File: config.mk
export PLATFORM = sky130hd
export DESIGN_NAME = offdelay_pulse_upcount
export DESIGN_NICKNAME = d
export VERILOG_FILES = /design/src/pkg/offdelay_pulse_upcount_pkg.sv /design/src/logic/offdelay_pulse_upcount.sv
export SDC_FILE = /design/constraint.sdc
export NUM_CORES = 2
export LEC_CHECK = 0
export BUFFER_PORTS_ARGS = -buffer_cell sky130_fd_sc_hd__buf_4
export CAP_MARGIN = 10
export CELL_PAD_IN_SITES_DETAIL_PLACEMENT = 1
export CELL_PAD_IN_SITES_GLOBAL_PLACEMENT = 2
export CORE_UTILIZATION = 41
export CTS_CLUSTER_DIAMETER = 50
export DETAILED_ROUTE_END_ITERATION = 16
export PLACE_DENSITY = 0.95
export SYNTH_ARGS = -nofsm -noshare
export SYNTH_HDL_FRONTEND = slang
export SYNTH_SLANG_ARGS = --single-unit
File: constraint.sdc
create_clock -name SYS_CLK -period 7.1 [get_ports SYS_CLK]
set_clock_uncertainty 0.2 [all_clocks]
set_input_delay 1.775 -clock SYS_CLK [delete_from_list [all_inputs] [get_ports SYS_CLK]]
set_output_delay 1.775 -clock SYS_CLK [all_outputs]
set_load 0.05 [all_outputs]
File: src/pkg/offdelay_pulse_upcount_pkg.sv
// constants, types and register map of the off-delay, pulse and up-counter blocks
// assumes one 50 MHz system clock, synchronous reset, software access over APB
//
// Summary of operation
// [RL1] the off-delay output stays true while its trigger is true and timing starts when the trigger falls
// [RL2] when off-delay elapsed time reaches the preset, its output goes false and timing stops
// [RL3] a trigger returning true before the preset is reached clears elapsed time and leaves the output true
// [RL4] preset and elapsed times span zero up to the largest unsigned 64-bit nanosecond count
// [RL5] a rising pulse trigger drives the pulse output true and starts its elapsed time
// [RL6] when pulse elapsed time equals the preset, the pulse output goes false and timing stops
// [RL7] a pulse trigger that falls early lets timing run on to the preset, then clears time and output
// [RL8] after a completed pulse, a falling trigger clears the pulse elapsed time to zero
// [RL9] each rising count-up edge adds one to the count value
// [RL10] the counter output is true whenever the count value equals the preset count
// [RL11] once the count value has reached the preset count, further count-up edges are ignored
// [RL12] a true counter reset clears the count value to zero and the counter output to false
// [RL13] while counter reset is true, count-up edges do not count
// [RL14] a rising off-delay trigger clears its elapsed time and sets its output true again
// [RL15] preset count and count value are 32-bit unsigned numbers
// [RL16] elapsed time advances by a fixed number of nanoseconds every clock while a timer measures
package offdelay_pulse_upcount_pkg;

  localparam int          CLK_FREQ_MHZ  = 50;
  localparam int          CLK_PERIOD_NS = 1000 / CLK_FREQ_MHZ;
  localparam logic [63:0] NS_PER_CLK    = 64'(CLK_PERIOD_NS);
  // longest time: every bit of the 64-bit nanosecond count set
  localparam logic [63:0] TIME_MAX      = 64'hFFFF_FFFF_FFFF_FFFF;

  // register byte offsets
  localparam logic [7:0] CTRL_OFS          = 8'h00;
  localparam logic [7:0] STATUS_OFS        = 8'h04;
  localparam logic [7:0] OFF_PT_LO_OFS     = 8'h08;
  localparam logic [7:0] OFF_PT_HI_OFS     = 8'h0C;
  localparam logic [7:0] OFF_ET_LO_OFS     = 8'h10;
  localparam logic [7:0] OFF_ET_HI_OFS     = 8'h14;
  localparam logic [7:0] PULSE_PT_LO_OFS   = 8'h18;
  localparam logic [7:0] PULSE_PT_HI_OFS   = 8'h1C;
  localparam logic [7:0] PULSE_ET_LO_OFS   = 8'h20;
  localparam logic [7:0] PULSE_ET_HI_OFS   = 8'h24;
  localparam logic [7:0] PRESET_COUNT_OFS  = 8'h28;
  localparam logic [7:0] COUNT_VALUE_OFS   = 8'h2C;

  // control bit positions
  localparam int CTRL_OFF_TRIG_BIT   = 0;
  localparam int CTRL_PULSE_TRIG_BIT = 1;
  localparam int CTRL_COUNT_UP_BIT   = 2;
  localparam int CTRL_CNT_RESET_BIT  = 3;
  localparam int CTRL_W              = 4;

  // status bit positions
  localparam int STAT_OFF_Q_BIT      = 0;
  localparam int STAT_PULSE_Q_BIT    = 1;
  localparam int STAT_COUNT_Q_BIT    = 2;
  localparam int STAT_PULSE_ST_LSB   = 4;

  // reset values
  localparam logic [CTRL_W-1:0] CTRL_RST         = 4'h0;
  localparam logic [63:0]       PT_RST           = 64'h0000_0000_0000_0000;
  localparam logic [31:0]       PRESET_COUNT_RST = 32'h0000_0000;

  typedef enum logic [1:0] {
    PULSE_IDLE,
    PULSE_RUN,
    PULSE_DONE
  } pulse_state_e;

  typedef struct packed {
    logic        q;
    logic [63:0] et;
  } timer_s;

endpackage

File: src/logic/offdelay_pulse_upcount.sv
// off-delay timer, pulse timer and 32-bit up counter behind an APB slave
// assumes a zero-wait APB master on SYS_CLK; triggers are written by software
module offdelay_pulse_upcount (
  // clock and reset
  input  wire logic        SYS_CLK,
  input  wire logic        RST,
  // apb slave
  input  wire logic        PSEL,
  input  wire logic        PENABLE,
  input  wire logic        PWRITE,
  input  wire logic [7:0]  PADDR,
  input  wire logic [31:0] PWDATA,
  output logic      [31:0] PRDATA,
  output logic             PREADY,
  output logic             PSLVERR,
  // block outputs
  output logic             OFF_DELAY_Q,
  output logic             PULSE_Q,
  output logic             COUNT_Q
);

  logic [offdelay_pulse_upcount_pkg::CTRL_W-1:0] ctrl_reg;
  logic [63:0]                                   off_pt_reg;
  logic [63:0]                                   pulse_pt_reg;
  logic [31:0]                                   preset_count_reg;
  logic [31:0]                                   count_value_reg;
  logic                                          count_q_reg;
  logic [31:0]                                   et_hi_snap_reg;
  logic [31:0]                                   prdata_reg;
  logic                                          off_trig_prev_reg;
  logic                                          pulse_trig_prev_reg;
  logic                                          count_up_prev_reg;
  offdelay_pulse_upcount_pkg::timer_s            off_reg;
  offdelay_pulse_upcount_pkg::timer_s            pulse_reg;
  offdelay_pulse_upcount_pkg::pulse_state_e      pulse_state_reg;

  logic        apb_setup;
  logic        apb_write;
  logic        addr_hit;
  logic [31:0] rd_data;
  logic        off_trig;
  logic        pulse_trig;
  logic        count_up_edge;
  logic        cnt_reset;
  logic        cu_rise;
  logic [63:0] off_pt_eff;
  logic [63:0] pulse_pt_eff;
  logic [63:0] off_et_next;
  logic [63:0] pulse_et_next;

  // decoded strobes and compares
  logic        rd_setup;
  logic        wr_ctrl;
  logic        wr_off_pt_lo;
  logic        wr_off_pt_hi;
  logic        wr_pulse_pt_lo;
  logic        wr_pulse_pt_hi;
  logic        wr_preset_count;
  logic        pulse_rise;
  logic        off_done;
  logic        pulse_done;
  logic        count_below;
  logic        count_at_preset;

  // single bound on a preset; the whole 64-bit range is legal, so no preset is cut
  function automatic logic [63:0] clamp_time(input logic [63:0] t);
    clamp_time = (t > offdelay_pulse_upcount_pkg::TIME_MAX) ? offdelay_pulse_upcount_pkg::TIME_MAX : t; // [RL4]
  endfunction

  // step toward the preset without overshooting it, so equality is always hit
  function automatic logic [63:0] step_time(input logic [63:0] et, input logic [63:0] pt);
    logic [64:0] sum;
    sum = {1'b0, et} + {1'b0, offdelay_pulse_upcount_pkg::NS_PER_CLK}; // [RL16]
    step_time = (sum >= {1'b0, pt}) ? pt : sum[63:0]; // [RL4]
  endfunction

  assign apb_setup     = PSEL & ~PENABLE;
  assign apb_write     = PSEL & PENABLE & PWRITE;
  assign off_trig      = ctrl_reg[offdelay_pulse_upcount_pkg::CTRL_OFF_TRIG_BIT];
  assign pulse_trig    = ctrl_reg[offdelay_pulse_upcount_pkg::CTRL_PULSE_TRIG_BIT];
  assign count_up_edge = ctrl_reg[offdelay_pulse_upcount_pkg::CTRL_COUNT_UP_BIT];
  assign cnt_reset     = ctrl_reg[offdelay_pulse_upcount_pkg::CTRL_CNT_RESET_BIT];
  assign cu_rise       = count_up_edge & ~count_up_prev_reg;
  assign off_pt_eff    = clamp_time(off_pt_reg);
  assign pulse_pt_eff  = clamp_time(pulse_pt_reg);
  assign off_et_next   = step_time(off_reg.et, off_pt_eff);
  assign pulse_et_next = step_time(pulse_reg.et, pulse_pt_eff);
  assign rd_setup      = apb_setup & ~PWRITE;
  assign pulse_rise    = pulse_trig & ~pulse_trig_prev_reg;

  // time never steps past the preset, but a lowered preset can sit below it, so done means at or above
  assign off_done      = off_reg.et >= off_pt_eff;
  assign pulse_done    = pulse_reg.et >= pulse_pt_eff;

  // less-than, not not-equal: a preset lowered below the count stops it at once
  assign count_below     = count_value_reg < preset_count_reg;
  assign count_at_preset = count_value_reg == preset_count_reg;

  // zero-wait slave; error only on an unmapped address
  assign PREADY  = 1'b1;
  assign PSLVERR = PSEL & PENABLE & ~addr_hit;
  assign PRDATA  = prdata_reg;

  assign OFF_DELAY_Q = off_reg.q;
  assign PULSE_Q     = pulse_reg.q;
  assign COUNT_Q     = count_q_reg;

  // read decode
  always_comb begin
    rd_data  = 32'h0000_0000;
    addr_hit = 1'b1;
    unique case (PADDR)
      offdelay_pulse_upcount_pkg::CTRL_OFS: begin
        rd_data = {28'h000_0000, ctrl_reg};
      end
      offdelay_pulse_upcount_pkg::STATUS_OFS: begin
        rd_data[offdelay_pulse_upcount_pkg::STAT_OFF_Q_BIT]   = off_reg.q;
        rd_data[offdelay_pulse_upcount_pkg::STAT_PULSE_Q_BIT] = pulse_reg.q;
        rd_data[offdelay_pulse_upcount_pkg::STAT_COUNT_Q_BIT] = count_q_reg;
        rd_data[offdelay_pulse_upcount_pkg::STAT_PULSE_ST_LSB +: 2] = pulse_state_reg;
      end
      offdelay_pulse_upcount_pkg::OFF_PT_LO_OFS: begin
        rd_data = off_pt_reg[31:0];
      end
      offdelay_pulse_upcount_pkg::OFF_PT_HI_OFS: begin
        rd_data = off_pt_reg[63:32];
      end
      offdelay_pulse_upcount_pkg::OFF_ET_LO_OFS: begin
        rd_data = off_reg.et[31:0];
      end
      offdelay_pulse_upcount_pkg::OFF_ET_HI_OFS: begin
        rd_data = et_hi_snap_reg;
      end
      offdelay_pulse_upcount_pkg::PULSE_PT_LO_OFS: begin
        rd_data = pulse_pt_reg[31:0];
      end
      offdelay_pulse_upcount_pkg::PULSE_PT_HI_OFS: begin
        rd_data = pulse_pt_reg[63:32];
      end
      offdelay_pulse_upcount_pkg::PULSE_ET_LO_OFS: begin
        rd_data = pulse_reg.et[31:0];
      end
      offdelay_pulse_upcount_pkg::PULSE_ET_HI_OFS: begin
        rd_data = et_hi_snap_reg;
      end
      offdelay_pulse_upcount_pkg::PRESET_COUNT_OFS: begin
        rd_data = preset_count_reg;
      end
      offdelay_pulse_upcount_pkg::COUNT_VALUE_OFS: begin
        rd_data = count_value_reg;
      end
      default: begin
        addr_hit = 1'b0;
      end
    endcase
  end

  // one strobe per writable word; read-only and unmapped words get none, so writes there drop
  always_comb begin
    wr_ctrl         = 1'b0;
    wr_off_pt_lo    = 1'b0;
    wr_off_pt_hi    = 1'b0;
    wr_pulse_pt_lo  = 1'b0;
    wr_pulse_pt_hi  = 1'b0;
    wr_preset_count = 1'b0;
    if (apb_write) begin
      unique case (PADDR)
        offdelay_pulse_upcount_pkg::CTRL_OFS: begin
          wr_ctrl = 1'b1;
        end
        offdelay_pulse_upcount_pkg::OFF_PT_LO_OFS: begin
          wr_off_pt_lo = 1'b1;
        end
        offdelay_pulse_upcount_pkg::OFF_PT_HI_OFS: begin
          wr_off_pt_hi = 1'b1;
        end
        offdelay_pulse_upcount_pkg::PULSE_PT_LO_OFS: begin
          wr_pulse_pt_lo = 1'b1;
        end
        offdelay_pulse_upcount_pkg::PULSE_PT_HI_OFS: begin
          wr_pulse_pt_hi = 1'b1;
        end
        offdelay_pulse_upcount_pkg::PRESET_COUNT_OFS: begin
          wr_preset_count = 1'b1;
        end
        default: begin
        end
      endcase
    end
  end

  // read data is captured in the setup cycle so it stands through the access cycle
  always_ff @(posedge SYS_CLK) begin
    if (RST) begin
      prdata_reg <= 32'h0000_0000;
    end else if (rd_setup) begin
      prdata_reg <= rd_data;
    end
  end

  // low-word read freezes the high word, so a 64-bit time reads coherently
  always_ff @(posedge SYS_CLK) begin
    if (RST) begin
      et_hi_snap_reg <= 32'h0000_0000;
    end else if (rd_setup && PADDR == offdelay_pulse_upcount_pkg::OFF_ET_LO_OFS) begin
      et_hi_snap_reg <= off_reg.et[63:32];
    end else if (rd_setup && PADDR == offdelay_pulse_upcount_pkg::PULSE_ET_LO_OFS) begin
      et_hi_snap_reg <= pulse_reg.et[63:32];
    end
  end

  // control register
  always_ff @(posedge SYS_CLK) begin
    if (RST) begin
      ctrl_reg <= offdelay_pulse_upcount_pkg::CTRL_RST;
    end else if (wr_ctrl) begin
      ctrl_reg <= PWDATA[offdelay_pulse_upcount_pkg::CTRL_W-1:0];
    end
  end

  // preset times; halves are written separately, so a running timer may see a mixed value
  always_ff @(posedge SYS_CLK) begin
    if (RST) begin
      off_pt_reg   <= offdelay_pulse_upcount_pkg::PT_RST;
      pulse_pt_reg <= offdelay_pulse_upcount_pkg::PT_RST;
    end else begin
      if (wr_off_pt_lo) begin
        off_pt_reg[31:0] <= PWDATA;
      end
      if (wr_off_pt_hi) begin
        off_pt_reg[63:32] <= PWDATA;
      end
      if (wr_pulse_pt_lo) begin
        pulse_pt_reg[31:0] <= PWDATA;
      end
      if (wr_pulse_pt_hi) begin
        pulse_pt_reg[63:32] <= PWDATA;
      end
    end
  end

  // preset count
  always_ff @(posedge SYS_CLK) begin
    if (RST) begin
      preset_count_reg <= offdelay_pulse_upcount_pkg::PRESET_COUNT_RST; // [RL15]
    end else if (wr_preset_count) begin
      preset_count_reg <= PWDATA;
    end
  end

  // trigger history; the pulse and count-up copies feed edge detection, the off-delay copy feeds nothing
  always_ff @(posedge SYS_CLK) begin
    if (RST) begin
      off_trig_prev_reg   <= 1'b0;
      pulse_trig_prev_reg <= 1'b0;
      count_up_prev_reg   <= 1'b0;
    end else begin
      off_trig_prev_reg   <= off_trig;
      pulse_trig_prev_reg <= pulse_trig;
      count_up_prev_reg   <= count_up_edge;
    end
  end

  // off-delay timer
  always_ff @(posedge SYS_CLK) begin
    if (RST) begin
      off_reg.q  <= 1'b0;
      off_reg.et <= 64'h0000_0000_0000_0000;
    end else if (off_trig) begin
      off_reg.q  <= 1'b1; // [RL1] [RL14]
      off_reg.et <= 64'h0000_0000_0000_0000; // [RL3] [RL14]
    end else if (off_reg.q) begin
      if (off_done) begin
        off_reg.q <= 1'b0; // [RL2]
      end else begin
        off_reg.et <= off_et_next; // [RL1] [RL16]
      end
    end
  end

  // pulse timer; a trigger still high after the pulse ends does not start another
  always_ff @(posedge SYS_CLK) begin
    if (RST) begin
      pulse_state_reg <= offdelay_pulse_upcount_pkg::PULSE_IDLE;
      pulse_reg.q     <= 1'b0;
      pulse_reg.et    <= 64'h0000_0000_0000_0000;
    end else begin
      unique case (pulse_state_reg)
        offdelay_pulse_upcount_pkg::PULSE_IDLE: begin
          if (pulse_rise) begin
            pulse_state_reg <= offdelay_pulse_upcount_pkg::PULSE_RUN;
            pulse_reg.q     <= 1'b1; // [RL5]
            pulse_reg.et    <= 64'h0000_0000_0000_0000; // [RL5]
          end
        end
        offdelay_pulse_upcount_pkg::PULSE_RUN: begin
          if (pulse_done) begin
            pulse_reg.q <= 1'b0; // [RL6]
            if (pulse_trig) begin
              pulse_state_reg <= offdelay_pulse_upcount_pkg::PULSE_DONE; // [RL6]
            end else begin
              pulse_state_reg <= offdelay_pulse_upcount_pkg::PULSE_IDLE;
              pulse_reg.et    <= 64'h0000_0000_0000_0000; // [RL7]
            end
          end else begin
            pulse_reg.et <= pulse_et_next; // [RL5] [RL7] [RL16]
          end
        end
        offdelay_pulse_upcount_pkg::PULSE_DONE: begin
          if (!pulse_trig) begin
            pulse_state_reg <= offdelay_pulse_upcount_pkg::PULSE_IDLE;
            pulse_reg.et    <= 64'h0000_0000_0000_0000; // [RL8]
          end
        end
        default: begin
          pulse_state_reg <= offdelay_pulse_upcount_pkg::PULSE_IDLE;
          pulse_reg.q     <= 1'b0;
        end
      endcase
    end
  end

  // up counter; counting stops above the preset too, so a lowered preset never wraps
  always_ff @(posedge SYS_CLK) begin
    if (RST) begin
      count_value_reg <= 32'h0000_0000;
    end else if (cnt_reset) begin
      count_value_reg <= 32'h0000_0000; // [RL12] [RL13]
    end else if (cu_rise && count_below) begin
      count_value_reg <= count_value_reg + 32'h0000_0001; // [RL9] [RL11] [RL15]
    end
  end

  // counter output follows the compare one clock later
  always_ff @(posedge SYS_CLK) begin
    if (RST) begin
      count_q_reg <= 1'b0;
    end else begin
      count_q_reg <= !cnt_reset && count_at_preset; // [RL10] [RL12]
    end
  end

endmodule

==> metrics <==
reg2reg path depth 18; P per Cell Area 190 nW/um^2; Post-synth EDFFs 0; crit path capture type register; Vias/cell 6.40; Slew HR 18.8%; I/O pins 82; TritonCTS clock tree done; clock slew at reported path FFs 60 ps; DR vias 27400; grt total ovfl 0; yosys warns 0; PostCTS Resize Cnt 0; Avg Inst Size Synth 7.79 sq um; clock buffer depth 3; crit path launch type register; WL/cell 27.2 um; clk sinks 395; first-pass GRT wire length 174 mm; Slowest-stage cell, CP nor4_1; gpl congestion 0.995; Iter 0 DRT Violations 3193; # port buffers 80; initial antenna violation count 5; status finished clean; # Post-CTS Setup Buffers 0; fin nets 3721; Die Height 256 um; RSZ-0062 raised after global routing no; dpl ws 995 ps; Critical Path RT 7460 ps; Final Routed Wirelength 117 mm; Post-DRT Antenna Nets 0; Rows 92; reg-to-reg startpoint off_reg[11]; Primary FF master, synth dfxtp_1; most frequent cell after synthesis nand2_1; Synth top area share 29.9%; layout cells sized above 1 8.59%; Worst Tran Pin Value 1220 ps; Fmax 159 MHz; mapped cell area 26500 sq um; setup_tns 0 ps; Starting Density 41.7%; Final Cell Area 29900 sq um; worst skew pair latency 650 ps; CP Cell Sequence nand4_2, nor4_4, nand2_2, or3_1, or2_1, nor2_1, xor2_1, ha_1, nand4_1, nor4_1, o2bb2ai_1, o21ai_0, a41o_1, nand3_4, buf_4, mux2i_1, nand2_1, a21oi_1; hpwl dp 87.1 mm; Hold Path Cell Cnt 2; fin util 47.1%; Total GRT Usage 34.8%; largest net degree at the start of global routing 74; HP Start preset_count_reg[30]; CTS root buffer clkbuf_16; Tmin final 6290 ps; number of global-route vias before repair 27200; DRC errors left 0; Hold WC Path Type register to register; total of max-cap violations 0; crit-path leading delay family simple AND/OR/NAND/NOR gates; CORE AREA 63400 sq um; maximum VDD drop 0.000179 V; CP arrival 6650 ps; most frequent cells after synthesis nand2_1, dfxtp_1, a21oi_1; DR pass1 iterations 8; final hold vios 0; number of CTS-inserted buffers 60; P&R area growth vs syn 12.8%; Die ar. 65600 sq um; dominant cells by area after synthesis dfxtp_1, ha_1, nand2_1; post-synthesis sequential element count 395; slowest stage delay, CP 760 ps; post-synthesis sequential area ratio 29.9%; leading area contributor after synthesis dfxtp_1; Bufs and invs on worst path 1; CTS Hold Bufs 0; Post-Synthesis Cells 3399; final setup vio count 0; RR Endpoint off_reg[49]; Hold Path End preset_count_reg[30]; post-route worst setup slack 814 ps; static leakage 11.6 nW; Die X 256 um; placed cell area 27700 sq um; critical path type register to register; post-synthesis net count 3735; H-tree depth 2; largest fanout on the critical path 31; crit share post-route 88.5%; Slew Viols, Final 0; Worst R2R Setup Slack 810 ps; synth unique cells 85; fraction of registers with async set/reset 0%
cells in the final DEF (no fill, tap or decap), types with 61 or more instances in the layout:
master       n
buf_4      117
clkbuf_16   62
o21ai_0    134
dfxtp_1    395
ha_1       291
inv_1      186
a21oi_1    317
a22oi_1     61
nand3_1     97
xnor2_1     88
nand4_1     88
nand2_1    545
nor2_1     197
layer usage:
metal	vias up	wire length, um	GRT usage [%]
met5	-	29	0
met4	4	4900	14.4
met3	267	12400	8.19
met2	1258	51000	53.9
met1	13600	48500	46.3
li1	12300	-	-
where the power goes:
| part | total (mW) | internal (mW) | switching [mW] |
|---|---|---|---|
| Combinational | 0.228 | 0.0579 | 0.170 |
| Sequential | 2.24 | 2.23 | 0.00926 |
| Clock | 3.20 | 1.96 | 1.25 |
metrics by stage:
stage	cells	total power [mW]	hold slack, ps
2_1_floorplan	3399	2.40	249
3_3_place_gp	4169	2.50	264
6_report	4287	5.67	279
5_1_grt	4285	5.79	307
4_1_cts	4282	5.68	279
3_5_place_dp	4169	2.50	270
logic make-up (layout without fill, tap and decap cells):
logic type	count (synthesis)	in the layout	share of synthesized area [%]
and+or+nand+nor	1218	1218	21.8
xor gates and xnor gates	122	122	4.09
other	1	6	0.0142
muxes	54	54	2.05
buffers and inverters	383	420	5.91
DFF	395	395	29.9
adders and majority gates	291	291	13.8
AOI/OAI and AO/OA	935	935	22.6
tightest hold or removal path: stages, from the launching register on:
cell and delay [ps]:
dfxtp_1 320, nand2_1 60, a21oi_1 50
area by class of cell:
type,count,area (sq um)
timing repair buffer,120,932
tap,846,1060
antenna,5,12.5
clock buffer,78,1730
fill,7700,33500
sequential,395,7910
inverter,187,702
clock inverter,35,424
multi-input combinational,2621,17100
worst max-delay path by stage:
stage | start | endpoint | slack [ps] | cells after the start
after floorplan | pulse_reg[2] | pulse_reg[16] | 2290 | 19
after global placement | off_reg[10] | off_reg[55] | 1040 | 18
after detailed placement | off_reg[11] | off_reg[55] | 1000 | 18
after CTS | off_reg[11] | off_reg[55] | 920 | 18
after global routing | off_reg[11] | off_reg[55] | 610 | 18
final | off_reg[11] | off_reg[49] | 810 | 18
Note: power is estimated with default switching activity, not from simulation.
